$ cat src/core/ccu_pkg.sv
package ccu_pkg;
    localparam int VAL_W = 16;
    localparam int BYTE_W = 8;
    localparam int MODE_W = 4;
    localparam int PRE_W = 4;

    // mode select encodings held in the module control register
    typedef enum logic [MODE_W-1:0] {
        MODE_OFF = 4'h0,
        MODE_CMP_TOGGLE = 4'h2,
        MODE_CAP_FALL = 4'h4,
        MODE_CAP_RISE = 4'h5,
        MODE_CAP_RISE4 = 4'h6,
        MODE_CAP_RISE16 = 4'h7,
        MODE_CMP_SET_HIGH = 4'h8,
        MODE_CMP_SET_LOW = 4'h9,
        MODE_CMP_SOFT_IRQ = 4'hA,
        MODE_CMP_SPECIAL = 4'hB
    } ccu_mode_type;

    // upper two mode bits give the mode class
    localparam logic [1:0] CLASS_CAPTURE = 2'h1;
    localparam logic [1:0] CLASS_PWM = 2'h3;

    // prescaler terminal counts
    localparam logic [1:0] PRE4_LAST = 2'h3;
    localparam logic [PRE_W-1:0] PRE16_LAST = 4'hF;
    localparam logic [PRE_W-1:0] PRE_RESET = 4'h0;

    // timer-to-module assignment settings
    localparam logic [1:0] TSEL_ALL_LOW = 2'h0;
    localparam logic [1:0] TSEL_ONE_LOW = 2'h1;
    localparam logic [1:0] TSEL_TWO_LOW = 2'h2;
    localparam logic [1:0] TSEL_ALL_HIGH = 2'h3;

    // module identities
    localparam logic [2:0] ID_ENH_ONE = 3'h0;
    localparam logic [2:0] ID_ENH_TWO = 3'h1;

    // one-hot pin route bits of the second enhanced module
    localparam int ROUTE_C1 = 0;
    localparam int ROUTE_E7 = 1;
    localparam int ROUTE_E3 = 2;
    localparam logic [2:0] ROUTE_NONE = 3'h0;

    localparam logic [VAL_W-1:0] VAL_RESET = 16'h0000;
endpackage

$ cat src/core/ccu_capture_compare_unit.sv
`timescale 1ns/1ps
`default_nettype none
module ccu_capture_compare_unit
    import ccu_pkg::*;
(
    input wire logic ref_clk, // system clock, 100 MHz
    input wire logic arst_n, // async reset, active low
    input wire logic [2:0] module_id, // which module this instance is
    input wire logic [1:0] timer_three_control, // timer-to-module select bits
    input wire logic second_enhanced_pin_select, // 1 routes to port c bit one
    input wire logic mcu_mode, // 1 in microcontroller mode
    input wire logic ctrl_wr, // write strobe, module control register
    input wire logic [MODE_W-1:0] ctrl_wr_data, // new module_mode_select
    input wire logic value_wr_low, // write strobe, low value byte
    input wire logic value_wr_high, // write strobe, high value byte
    input wire logic [BYTE_W-1:0] value_wr_data, // byte to write
    input wire logic flag_clear, // software clears the flag
    input wire logic match_capture_irq_enable, // interrupt enable
    input wire logic [VAL_W-1:0] timer_one_count, // timer one count
    input wire logic [VAL_W-1:0] timer_three_count, // timer three count
    input wire logic timer_one_async, // timer one in async counter mode
    input wire logic timer_three_async, // timer three in async counter mode
    input wire logic own_pin_in, // pad level of this module's pin
    input wire logic port_c_bit_one_in, // pad level, port c bit one
    input wire logic port_e_bit_seven_in, // pad level, port e bit seven
    input wire logic port_e_bit_three_in, // pad level, port e bit three
    input wire logic port_latch, // port data latch of the pin
    input wire logic pin_direction_bit, // 1 = input, 0 = output
    output logic [MODE_W-1:0] module_mode_select, // control register readback
    output logic [BYTE_W-1:0] value_low_byte, // value register low byte
    output logic [BYTE_W-1:0] value_high_byte, // value register high byte
    output logic match_capture_flag, // sticky event flag
    output logic match_capture_irq, // flag gated by enable
    output logic pin_data_out, // level driven onto the pin
    output logic pin_oe_n, // pin output enable, low while driving
    output logic [2:0] pin_route, // one-hot route of module two
    output logic uses_timer_three, // cap/cmp time base is timer three
    output logic pwm_uses_timer_four, // pwm time base is timer four
    output logic timer_one_reset, // one-cycle pulse, clear timer one
    output logic timer_three_reset // one-cycle pulse, clear timer three
);
    logic [MODE_W-1:0] mode_q;
    logic [VAL_W-1:0] value_q;
    logic [PRE_W-1:0] pre_cnt_q;
    logic flag_q;
    logic cmp_latch_q;
    logic match_q;
    logic pin_raw;
    logic rise;
    logic fall;
    logic use_low;
    logic [VAL_W-1:0] sel_count;
    logic sel_async;
    logic is_capture;
    logic is_compare;
    logic cap_evt;
    logic cmp_evt;
    logic match;
    logic drives_latch;

    // timer assignment from the select bits and the module identity
    always_comb begin
        unique case (timer_three_control)
            TSEL_ALL_LOW: use_low = 1'b1;
            TSEL_ONE_LOW: use_low = (module_id == ID_ENH_ONE);
            TSEL_TWO_LOW: use_low = (module_id == ID_ENH_ONE) || (module_id == ID_ENH_TWO);
            TSEL_ALL_HIGH: use_low = 1'b0;
        endcase
    end

    // cap/cmp time base is timer one or three, never the pwm timers
    assign sel_count = use_low ? timer_one_count : timer_three_count;
    assign sel_async = use_low ? timer_one_async : timer_three_async;

    // static routing mux ahead of the synchroniser, so only one pad is sampled
    always_comb begin
        if (module_id != ID_ENH_TWO) begin
            pin_raw = own_pin_in;
        end else if (second_enhanced_pin_select) begin
            pin_raw = port_c_bit_one_in;
        end else if (mcu_mode) begin
            pin_raw = port_e_bit_seven_in;
        end else begin
            pin_raw = port_e_bit_three_in;
        end
    end

    // pad level is synchronised before any edge logic looks at it
    ccu_pin_sync u_sync (
        .ref_clk(ref_clk),
        .arst_n(arst_n),
        .pin_async(pin_raw),
        .rise_q(rise),
        .fall_q(fall)
    );

    assign is_capture = (mode_q[3:2] == CLASS_CAPTURE);
    assign is_compare = (mode_q == MODE_CMP_TOGGLE) || (mode_q[3:2] == 2'h2);

    // qualifying capture event; the async timer mode blocks it entirely
    always_comb begin
        cap_evt = 1'b0;
        if (!sel_async) begin
            unique case (mode_q)
                MODE_CAP_FALL: cap_evt = fall;
                MODE_CAP_RISE: cap_evt = rise;
                MODE_CAP_RISE4: cap_evt = rise && (pre_cnt_q[1:0] == PRE4_LAST);
                MODE_CAP_RISE16: cap_evt = rise && (pre_cnt_q == PRE16_LAST);
                default: cap_evt = 1'b0;
            endcase
        end
    end

    // compare runs every cycle; only the first cycle of a match counts,
    // since a slow timer may hold the matching count for many clocks
    assign match = is_compare && !sel_async && (sel_count == value_q);
    assign cmp_evt = match && !match_q;

    always_ff @(posedge ref_clk or negedge arst_n) begin
        if (!arst_n) begin
            match_q <= 1'b0;
        end else begin
            match_q <= match;
        end
    end

    // control register; value zero is the off state
    always_ff @(posedge ref_clk or negedge arst_n) begin
        if (!arst_n) begin
            mode_q <= MODE_OFF;
        end else if (ctrl_wr) begin
            mode_q <= ctrl_wr_data;
        end
    end

    // prescaler counts rising edges; a direct prescale switch keeps the
    // count, so the first capture after it may come early
    always_ff @(posedge ref_clk or negedge arst_n) begin
        if (!arst_n) begin
            pre_cnt_q <= PRE_RESET;
        end else if (!is_capture) begin
            pre_cnt_q <= PRE_RESET;
        end else if (rise) begin
            pre_cnt_q <= pre_cnt_q + 4'h1;
        end
    end

    // value pair; a capture wins over a software write in the same cycle
    always_ff @(posedge ref_clk or negedge arst_n) begin
        if (!arst_n) begin
            value_q <= VAL_RESET;
        end else if (cap_evt) begin
            value_q <= sel_count;
        end else begin
            if (value_wr_low) begin
                value_q[BYTE_W-1:0] <= value_wr_data;
            end
            if (value_wr_high) begin
                value_q[VAL_W-1:BYTE_W] <= value_wr_data;
            end
        end
    end

    // sticky flag: set beats clear when both land together
    always_ff @(posedge ref_clk or negedge arst_n) begin
        if (!arst_n) begin
            flag_q <= 1'b0;
        end else begin
            flag_q <= (flag_q && !flag_clear) || cap_evt || cmp_evt;
        end
    end

    // compare output latch, separate from the port data latch
    always_ff @(posedge ref_clk or negedge arst_n) begin
        if (!arst_n) begin
            cmp_latch_q <= 1'b0;
        end else if (ctrl_wr) begin
            unique case (ctrl_wr_data)
                MODE_OFF: cmp_latch_q <= 1'b0;
                MODE_CMP_SET_HIGH: cmp_latch_q <= 1'b0;
                MODE_CMP_SET_LOW: cmp_latch_q <= 1'b1;
                default: cmp_latch_q <= cmp_latch_q;
            endcase
        end else if (cmp_evt) begin
            unique case (mode_q)
                MODE_CMP_TOGGLE: cmp_latch_q <= !cmp_latch_q;
                MODE_CMP_SET_HIGH: cmp_latch_q <= 1'b1;
                MODE_CMP_SET_LOW: cmp_latch_q <= 1'b0;
                default: cmp_latch_q <= cmp_latch_q;
            endcase
        end
    end

    // pin shows the compare latch only in the pin-driving compare modes
    assign drives_latch = (mode_q == MODE_CMP_TOGGLE) || (mode_q == MODE_CMP_SET_HIGH)
        || (mode_q == MODE_CMP_SET_LOW);

    // pin outputs; direction stays software's, so a driven pin may still
    // be seen by the capture logic through the pad
    always_ff @(posedge ref_clk or negedge arst_n) begin
        if (!arst_n) begin
            pin_data_out <= 1'b0;
            pin_oe_n <= 1'b1;
        end else begin
            pin_data_out <= drives_latch ? cmp_latch_q : port_latch;
            pin_oe_n <= pin_direction_bit;
        end
    end

    // special event trigger clears whichever timer serves this module
    always_ff @(posedge ref_clk or negedge arst_n) begin
        if (!arst_n) begin
            timer_one_reset <= 1'b0;
            timer_three_reset <= 1'b0;
        end else begin
            timer_one_reset <= cmp_evt && (mode_q == MODE_CMP_SPECIAL) && use_low;
            timer_three_reset <= cmp_evt && (mode_q == MODE_CMP_SPECIAL) && !use_low;
        end
    end

    // timer selection and routing seen by the timers and the port logic
    always_ff @(posedge ref_clk or negedge arst_n) begin
        if (!arst_n) begin
            uses_timer_three <= 1'b0;
            pwm_uses_timer_four <= 1'b0;
            pin_route <= ROUTE_NONE;
        end else begin
            uses_timer_three <= !use_low;
            pwm_uses_timer_four <= !use_low;
            pin_route <= ROUTE_NONE;
            if (module_id == ID_ENH_TWO) begin
                pin_route[ROUTE_C1] <= second_enhanced_pin_select;
                pin_route[ROUTE_E7] <= !second_enhanced_pin_select && mcu_mode;
                pin_route[ROUTE_E3] <= !second_enhanced_pin_select && !mcu_mode;
            end
        end
    end

    // register readback and gated interrupt
    always_ff @(posedge ref_clk or negedge arst_n) begin
        if (!arst_n) begin
            match_capture_irq <= 1'b0;
        end else begin
            match_capture_irq <= flag_q && match_capture_irq_enable;
        end
    end

    assign module_mode_select = mode_q;
    assign value_low_byte = value_q[BYTE_W-1:0];
    assign value_high_byte = value_q[VAL_W-1:BYTE_W];
    assign match_capture_flag = flag_q;
endmodule
`default_nettype wire

$ cat src/core/ccu_pin_sync.sv
`timescale 1ns/1ps
`default_nettype none
module ccu_pin_sync
    import ccu_pkg::*;
(
    input wire logic ref_clk, // system clock
    input wire logic arst_n, // async reset, active low
    input wire logic pin_async, // raw pin level
    output logic rise_q, // one-cycle pulse, rising edge seen
    output logic fall_q // one-cycle pulse, falling edge seen
);
    logic meta_q;
    logic sync_q;
    logic last_q;

    // two-stage synchroniser; only sync_q reads meta_q
    always_ff @(posedge ref_clk or negedge arst_n) begin
        if (!arst_n) begin
            meta_q <= 1'b0;
            sync_q <= 1'b0;
            last_q <= 1'b0;
        end else begin
            meta_q <= pin_async;
            sync_q <= meta_q;
            last_q <= sync_q;
        end
    end

    // registered edge pulses, so the capture lands one clock later
    always_ff @(posedge ref_clk or negedge arst_n) begin
        if (!arst_n) begin
            rise_q <= 1'b0;
            fall_q <= 1'b0;
        end else begin
            rise_q <= sync_q & ~last_q;
            fall_q <= ~sync_q & last_q;
        end
    end
endmodule
`default_nettype wire

$ cat config.mk
export PLATFORM = sky130hd
export DESIGN_NAME = ccu_capture_compare_unit
export DESIGN_NICKNAME = d
export VERILOG_FILES = /design/src/core/ccu_pkg.sv /design/src/core/ccu_capture_compare_unit.sv /design/src/core/ccu_pin_sync.sv
export SDC_FILE = /design/constraint.sdc
export NUM_CORES = 1
export LEC_CHECK = 0
export BUFFER_PORTS_ARGS = -buffer_cell sky130_fd_sc_hd__buf_2
export CAP_MARGIN = 15
export CORE_AREA = 2 2 102 104
export CTS_CLUSTER_SIZE = 20
export DETAILED_ROUTE_END_ITERATION = 12
export DIE_AREA = 0 0 104 106
export GPL_TIMING_DRIVEN = 1
export PLACE_DENSITY_LB_ADDON = 0.15
export SYNTH_ARGS = -nofsm -noshare
export SYNTH_HDL_FRONTEND = slang
export SYNTH_SLANG_ARGS = --single-unit
$ cat constraint.sdc
create_clock -name ref_clk -period 1.9 [get_ports ref_clk]
set_input_delay 0.19 -clock ref_clk [delete_from_list [all_inputs] [get_ports ref_clk]]
set_output_delay 0.19 -clock ref_clk [all_outputs]
set_load 0.05 [all_outputs]
After elaboration in Yosys (flattened, before gate mapping)
Index checks and enable logic that the tools add are counted.
- mux-type cells: 19
- reduce and logical (&&, ||, !) cells: 34
- eq/ne operators: 22
- add/sub/neg operators: 1
- bitwise operators: 4
- operators with widths (cell ; number):
    $mux 16 ; 2
    $eq 4x4->1 const B ; 6
    $eq 16x16->1 ; 1
    $eq 4x3->1 const B ; 4
    $mux 8 ; 2
    $logic_and 1x1->1 ; 12
    $eq 2x2->1 const B ; 4
    $mux 1 ; 8
    $mux 4 ; 2
    $pmux 1 s4 ; 2
    $logic_not 1->1 ; 7
    $logic_or 1x1->1 ; 6
    $reduce_bool 2->1 ; 3
    $add 4x1->4 const B ; 1
    $eq 2x1->1 const B ; 2
    $eq 4x2->1 const B ; 1
    $logic_not 4->1 ; 1
    $reduce_bool 4->1 ; 1
    $eq 3x1->1 const B ; 1
    $logic_not 3->1 ; 1
    $mux 3 ; 1
    $ne 3x1->1 const B ; 1
    $ne 3x2->1 const B ; 1
    $pmux 1 s3 ; 1
    other kinds (7) ; 9
- register bits: 41
- logic and storage cells: 99

Longest topological paths before layout
Gate-level depths: netlist of the first run.
- depth after elaboration: 10
- depth in mapped cells: 8
- depth with buffers taken out: 8

Cells and area by module
A second synthesis of the first run with hierarchy kept.
- cell total of the unflattened synthesis: 216
- area, all modules: 2202.1 um2
- by module, submodules not included (module ; seq. area each (um2) ; cells each ; area each (um2) ; times used):
    ccu_capture_compare_unit ; 902.1 ; 209 ; 2062.0 ; 1
    ccu_pin_sync ; 125.1 ; 7 ; 140.1 ; 1

Worst setup path after synthesis of the first run
OpenSTA, ideal clock, no wires.
- kind: register -> register
- start: register value_q[4]
- end: register cmp_latch_q
- arrival time: 1.973 ns
- clock period less this slack: 2.053 ns
- stages on the path, launching flop included: 8
- slack: -0.153 ns
- cells stage by stage: dfrtp_1 > xor2_1 > a2111oi_0 > o211ai_1 > a211oi_1 > nand4_2 > inv_2 > mux2i_1
- word-level cells in the longest chain between the ends: 5
- ends and longest elaborated chain (element ; line ; text):
    start: declaration ; ccu_capture_compare_unit.sv:43 ; logic [VAL_W-1:0] value_q;
    start signal: assignment ; ccu_capture_compare_unit.sv:153 ; value_q <= sel_count;
    start signal: indexed assignment ; ccu_capture_compare_unit.sv:156 ; value_q[BYTE_W-1:0] <= value_wr_data;
    start signal: indexed assignment ; ccu_capture_compare_unit.sv:159 ; value_q[VAL_W-1:BYTE_W] <= value_wr_data;
    $eq 16x16->1 ; ccu_capture_compare_unit.sv:116 ; assign match = is_compare && !sel_async && (sel_count == value_q);
    $logic_and 1x1->1 ; ccu_capture_compare_unit.sv:116 ;
    via match ; ccu_capture_compare_unit.sv:58 ; logic match;
    $logic_and 1x1->1 ; ccu_capture_compare_unit.sv:117 ; assign cmp_evt = match && !match_q;
    $reduce_bool 2->1 (no source line) ; - ;
    $reduce_and 3->1 (no source line) ; - ;
    end signal: assignment ; ccu_capture_compare_unit.sv:182 ; default: cmp_latch_q <= cmp_latch_q;
    end signal: assignment ; ccu_capture_compare_unit.sv:186 ; MODE_CMP_TOGGLE: cmp_latch_q <= !cmp_latch_q;
    end signal: assignment ; ccu_capture_compare_unit.sv:189 ; default: cmp_latch_q <= cmp_latch_q;
    end: declaration ; ccu_capture_compare_unit.sv:46 ; logic cmp_latch_q;
The timed path passes the listed nets, and every way through them passes these cells.
A chain may end at the register's enable or synchronous reset.

Final worst setup path of the first run
- start: register value_q[11]
- end: register cmp_latch_q
The elaborated chain is that of the path after synthesis.

==> flow_summary.ini, run 1 <==
[clock_network]
path_clk_slew_ns = 0.09
cts_tree = done
clock-sinks = 41
clk_latency_ns = 0.30
numCtsBuffers = 5
post-cts-setup-buffer-count = 0
cts-htree-levels = 2
cts_buffer_depth = 2
root_buffer = clkbuf_8

[timing]
hold_violations = 0
min_period_over_period = 1.02
period_minus_slack_ns = 1.93
fin_worst_skew_ns = 0.00571
hold_slack_ns = 0.0823
finalSetupViolCount = 2
fmax_mhz = 518
setup_ws_ns = -0.0307
slew_headroom = 0.749
slew_violations = 0
rsz0062_at_grt = true
worst_pin_slew_ns = 0.373

[power_and_ir_drop]
seq_power_share = 0.388
p_leak_nw = 1.68
pwr-share-comb = 0.325
powerDensity_nw_per_um2 = 768
switchingPower_mw = 0.968
peakVddDrop_mv = 0.314
swShare = 0.362
cell_internal_pwr_mw = 1.70
power_frac_clock = 0.286

[worst_hold_path]
hold_end = pin_route[2]
hp-start = mcu_mode
hold_class = input port to flop
min_path_cells = 2

[synthesis]
synthCells = 271
avgSynthCellArea_um2 = 9.04
async_reset_ff_frac = 1.00
synth_edf_count = 0
yosys_warnings = 0
synthFlopType = dfrtp_1
syn_area_um2 = 2450
ys_ff_latch = 41
ys_seq_area_frac = 0.420
syn-num-nets = 338
synth.distinct_cells = 47

[cells_and_area]
stdcell_count = 529
drive_above_1_share = 0.407
fillers = 1099
multi_input_area_um2 = 1390
antenna_cells = 0
nNetsFinal = 459
final_core_util = 0.348
layout.area.seq_um2 = 1040
area_growth_pct = 42.1

[routing]
drt_pass1_iterations = 4
drcViolationCount = 0
wl_met3_um = 369
ant_nets = 0
wl_per_cell_um = 14.8
highest_layer = met4
drt-met1-wl_mm = 3.65
drt_first_iter_violations = 66
route.vias.total = 2402
met2_length_mm = 3.73
totalWireLength_mm = 7.81
viasPerCell = 4.54

[worst_setup_path]
start_kind = flop
reg2reg_from = value_q[11]
path_class = flop to flop
reg2reg_depth = 7
worstPathArrival_ns = 2.16
critical_path_required_ns = 2.13
r2r-end = cmp_latch_q
r2r_slack_ns = -0.03
worstSetupEndpointType = flop
crit_fanout = 4

[floorplan]
die_w_um = 104
ios = 97
start_util = 0.245
fp-row-count = 37
fp.coreArea_um2 = 10000
die_h_um = 106
die_area_um2 = 11000

[outcome]
outcome = complete, but fails checks
violations = setup timing

[placed_design]
finalWeightedCongestion = 0.793
dp_slack_ns = -0.225
portBuffers = 96
place_inst = 519
dpl.hpwl_mm = 6.01

[global_routing]
grt_pass1_wl_mm = 12.3
grt_max_degree = 42
grt-ovfl-total = 0
grt_usage = 0.142
antenna_found_initial = 0
grt_pass1_vias = 2370

[job]
drv.max_cap_violation_count = 0
## layout make-up
| cell class | count | share of cell area |
|---|---|---|
| Clock buffer | 6 | 0.0237 |
| Multi-Input combinational cell | 209 | 0.401 |
| Clock inverter | 2 | 0.0108 |
| Tap cell | 136 | 0.0489 |
| Timing Repair Buffer | 123 | 0.205 |
| Sequential cell | 41 | 0.298 |
| Inverter | 12 | 0.0129 |
## cells in the mapped netlist (all sizes together) (2+ instances only)
library cell	number	share of area
nor3	7	0.016
o211ai	2	0.0061
nor2	25	0.041
mux2	9	0.041
a21oi	23	0.047
clkbuf	6	0.0092
nand4	6	0.018
nand2b	2	0.0051
mux2i	15	0.061
a21o	3	0.0092
and2	3	0.0077
o22ai	2	0.0051
buf	3	0.0061
nor2b	6	0.015
o31a	2	0.0072
and3	3	0.0077
xor2	17	0.061
dfrtp	40	0.41
nand2	38	0.058
nor3b	2	0.0061
xnor2	3	0.011
a211oi	3	0.0092
nand3	4	0.0082
nor4	2	0.0051
o31ai	3	0.0092
a2111oi	4	0.022
o21ai	14	0.029
inv	12	0.018
## stage by stage
step	total power, mW	cell area, um2	setup TNS (ns)
finish	2.67	3480	-0.0395
global route	2.82	3480	-0.478
CTS	2.69	3450	-0.0570
detailed placement	1.90	3280	-0.755
global placement	1.90	3280	-0.834
floorplan	1.56	2460	-0.00991
## worst max-delay path, cell delays in order, from the launching register on
cell       delay (ns)
dfrtp_2          0.45
xor2_2           0.17
a2111oi_4        0.34
o211ai_1         0.16
a211oi_2         0.27
nand4_2          0.19
inv_2            0.10
mux2i_1          0.17
## registers in the layout (all words and copies together), names as in the netlist, 3 cells and up
register	count
pin_route	3
value_q	16
module_mode_select	4
pre_cnt_q	4
## kinds of logic after synthesis
group | Yosys count | synth area share
and+or+nand+nor | 102 | 0.202
AOI/OAI and AO/OA | 62 | 0.165
DFF | 41 | 0.420
muxes | 24 | 0.103
buffers and inverters | 21 | 0.0337
xor gates and xnor gates | 20 | 0.0715
adders and majority gates | 1 | 0.00511
## power by group through the flow
stage                     clock (mW)  sequential, mW  combinational, mW
final                          0.765            1.04              0.870
after global placement             0            1.05              0.846
after floorplan                    0            1.25              0.307
after global routing           0.829            1.05              0.944
after detailed placement           0            1.05              0.847
after CTS                      0.792            1.04              0.865
## per-layer routing
layer / global-route usage / vias up
met1: 0.193 / 1128
met3: 0.0294 / 5
met2: 0.233 / 76
li1: - / 1193
met5: 0 / -
met4: 0.0319 / 0
## timing repair
action / CTS / global route
endpoints found under the hold margin: 41 / 0
hold buffers: 2 / 0
pin swaps: 0 / 4
resized for setup: 6 / 5
setup endpoints to repair: 5 / 5
## cell usage in the layout, fill, tap and decap left out, types with 2 or more instances in the layout
cell,instances
o21ai_1,7
clkbuf_8,6
nand3_1,4
o22ai_1,2
mux2i_1,15
buf_2,96
dlygate4sd3_1,2
xor2_1,16
xnor2_1,3
a21oi_1,23
o31ai_1,3
nand2b_1,2
a2111oi_2,2
o21ai_0,7
inv_1,10
buf_12,2
nand2_1,38
and3_1,3
a211oi_2,2
nor2b_1,6
nor3_1,6
buf_4,23
dfrtp_2,7
inv_2,2
dfrtp_1,33
nor3b_1,2
and2_1,3
o211ai_1,2
nor2_1,24
o31a_1,2
mux2_2,9
nand4_1,5
a21o_1,3
a2111oi_4,2
## worst max-delay path by stage
stage	from	endpoint	slack, ns	depth (start not counted)
final	value_q[11]	cmp_latch_q	-0.03	7
after global routing	value_q[5]	cmp_latch_q	-0.15	7
after CTS	value_q[15]	cmp_latch_q	-0.05	8
after detailed placement	value_q[1]	cmp_latch_q	-0.22	7
after global placement	value_q[4]	cmp_latch_q	-0.24	7
after floorplan	value_q[4]	cmp_latch_q	-0.01	7
Power figures use the tool's default switching activity.
==> run 2: changes to the inputs <==
- CELL_PAD_IN_SITES_DETAIL_PLACEMENT: unset -> 0
- CELL_PAD_IN_SITES_GLOBAL_PLACEMENT: unset -> 2
- clock period: 1.9 -> 2.2 ns (I/O delays scaled with it)
==> flow_summary.ini, run 2 (synthesis results as in run 1) <==
[worst_setup_path]
worstSetupEndpointType = flop
start_kind = flop
crit_slowest_cell = dfrtp_1
crit_fanout = 4
critical_path_required_ns = 2.43
path_class = flop to flop
reg2reg_depth = 7
worstPathArrival_ns = 2.25
worstPathCellList = xor2_1 > nor4_1 > nand4_1 > a211oi_1 > nand4_2 > inv_2 > mux2i_1
max_stage_delay_ns = 0.44

[power_and_ir_drop]
switchingPower_mw = 0.816
peakVddDrop_mv = 0.249
swShare = 0.350
pwr-share-comb = 0.293
power_frac_clock = 0.323
p_leak_nw = 1.61
seq_power_share = 0.384
powerDensity_nw_per_um2 = 708
cell_internal_pwr_mw = 1.52

[timing]
fin_worst_skew_ns = 0.00857
slew_headroom = 0.622
finalSetupViolCount = 0
hold_violations = 18
slew_violations = 0
worst_pin_slew_ns = 0.567
min_period_over_period = 0.916
hold_slack_ns = -0.0250
rsz0062_at_grt = false
fmax_mhz = 496
period_minus_slack_ns = 2.01
tns_ns = 0

[placed_design]
place_inst = 502
portBuffers = 96
postPlaceCellArea_um2 = 3130
dpl.hpwl_mm = 5.99
finalWeightedCongestion = 0.765

[clock_network]
cts_buffer_depth = 2
cts-htree-levels = 2
root_buffer = clkbuf_8
numCtsBuffers = 5
clk_latency_ns = 0.30
post-cts-setup-buffer-count = 0
clock-sinks = 41
cts_tree = done
path_clk_slew_ns = 0.09

[routing]
ant_nets = 0
viasPerCell = 4.41
drt_pass1_iterations = 4
drcViolationCount = 0
drt_first_iter_violations = 67
route.vias.total = 2252
totalWireLength_mm = 7.61
wl_per_cell_um = 14.9

[cells_and_area]
stdcell_count = 511
largest_register_ffs = 16
nNetsFinal = 441
design_area_um2 = 3300
drive_above_1_share = 0.349
final_common_cell = buf_2
largest_register = value_q
final_cell_mix = buf_2, dfrtp_1, nand2_1, nor2_1, a21oi_1
antenna_cells = 0
fillers = 1101
area_growth_pct = 34.6

[global_routing]
grt_pass1_vias = 2238
antenna_found_initial = 0
grt_usage = 0.140
grt-ovfl-total = 0
grt_pass1_wl_mm = 11.9
grt_max_degree = 42

[floorplan]
ios = 97
die_h_um = 106
die_w_um = 104
start_util = 0.245
die_area_um2 = 11000
fp-row-count = 37
fp.coreArea_um2 = 10000

[outcome]
outcome = complete, but fails checks
violations = hold timing

[job]
drv.max_cap_violation_count = 0

[worst_hold_path]
hold_class = input port to asynchronous set/reset pin
-- run 2: area by class of cell --
| cell class | count | area (um2) | share of cell area |
|---|---|---|---|
| clock buffers | 5 | 68.8 | 0.0209 |
| clock inverters | 3 | 68.8 | 0.0209 |
| inverters | 12 | 45.0 | 0.0137 |
| multi-input cells | 209 | 1350 | 0.410 |
| flip-flops and latches | 41 | 1030 | 0.312 |
| well taps | 136 | 170 | 0.0516 |
| repair buffers | 105 | 563 | 0.171 |
-- run 2: through the flow --
step | util | total power, mW | hold slack [ns] | setup WS, ns
6_report | 0.330 | 2.33 | -0.0250 | 0.186
5_1_grt | 0.330 | 2.46 | 0.0236 | 0.0120
4_1_cts | 0.328 | 2.36 | 0.0146 | 0.0867
3_5_place_dp | 0.313 | 1.60 | 0.326 | 0.0191
3_3_place_gp | 0.313 | 1.60 | 0.325 | 0.0273
2_1_floorplan | - | 1.35 | -0.0756 | 0.147
-- run 2: timing repair --
item	in CTS	in global routing
gates resized for setup	1	4
gates cloned	0	0
hold buffers	1	0
endpoints found under the hold margin	1	0
endpoints found under the setup margin	1	4
-- run 2: path summary, 6_finish.rpt --
kind	from	end	slack [ns]
worst max-delay path	value_q[15]	cmp_latch_q	0.19
worst min-delay path	arst_n	pwm_uses_timer_four	-0.02
worst max register to register	value_q[15]	cmp_latch_q	0.19
worst min register to register	u_sync.meta_q	u_sync.sync_q	0.35
max in group asynchronous	arst_n	pin_oe_n	1.82
min in group ref_clk	mcu_mode	pin_route[2]	0.10
-- run 2: power by group through the flow --
stage          Clock (mW)  Sequential (mW)  Combinational [mW]
2_1_floorplan           0             1.08               0.265
3_3_place_gp            0            0.911               0.691
3_5_place_dp            0            0.913               0.685
4_1_cts             0.774            0.898               0.690
5_1_grt             0.801            0.910               0.747
6_report            0.753            0.896               0.684
-- run 2: metal layers --
metal / vias up / part of all wire / global-route usage
met4: 0 / 0.015 / 0.0512
li1: 1154 / - / -
met1: 1025 / 0.45 / 0.180
met5: - / 0 / 0
met3: 9 / 0.053 / 0.0313
met2: 64 / 0.48 / 0.229
-- run 2: worst max-delay path, delay by kind of cell, from the launching register on --
family                 cells  cell delay [ns]
flip-flops                 1             0.44
multiplexers               1             0.17
XOR/XNOR                   1             0.16
AO/OA/AOI/OAI              1             0.30
AND/OR/NAND/NOR            3             0.76
buffers and inverters      1             0.11
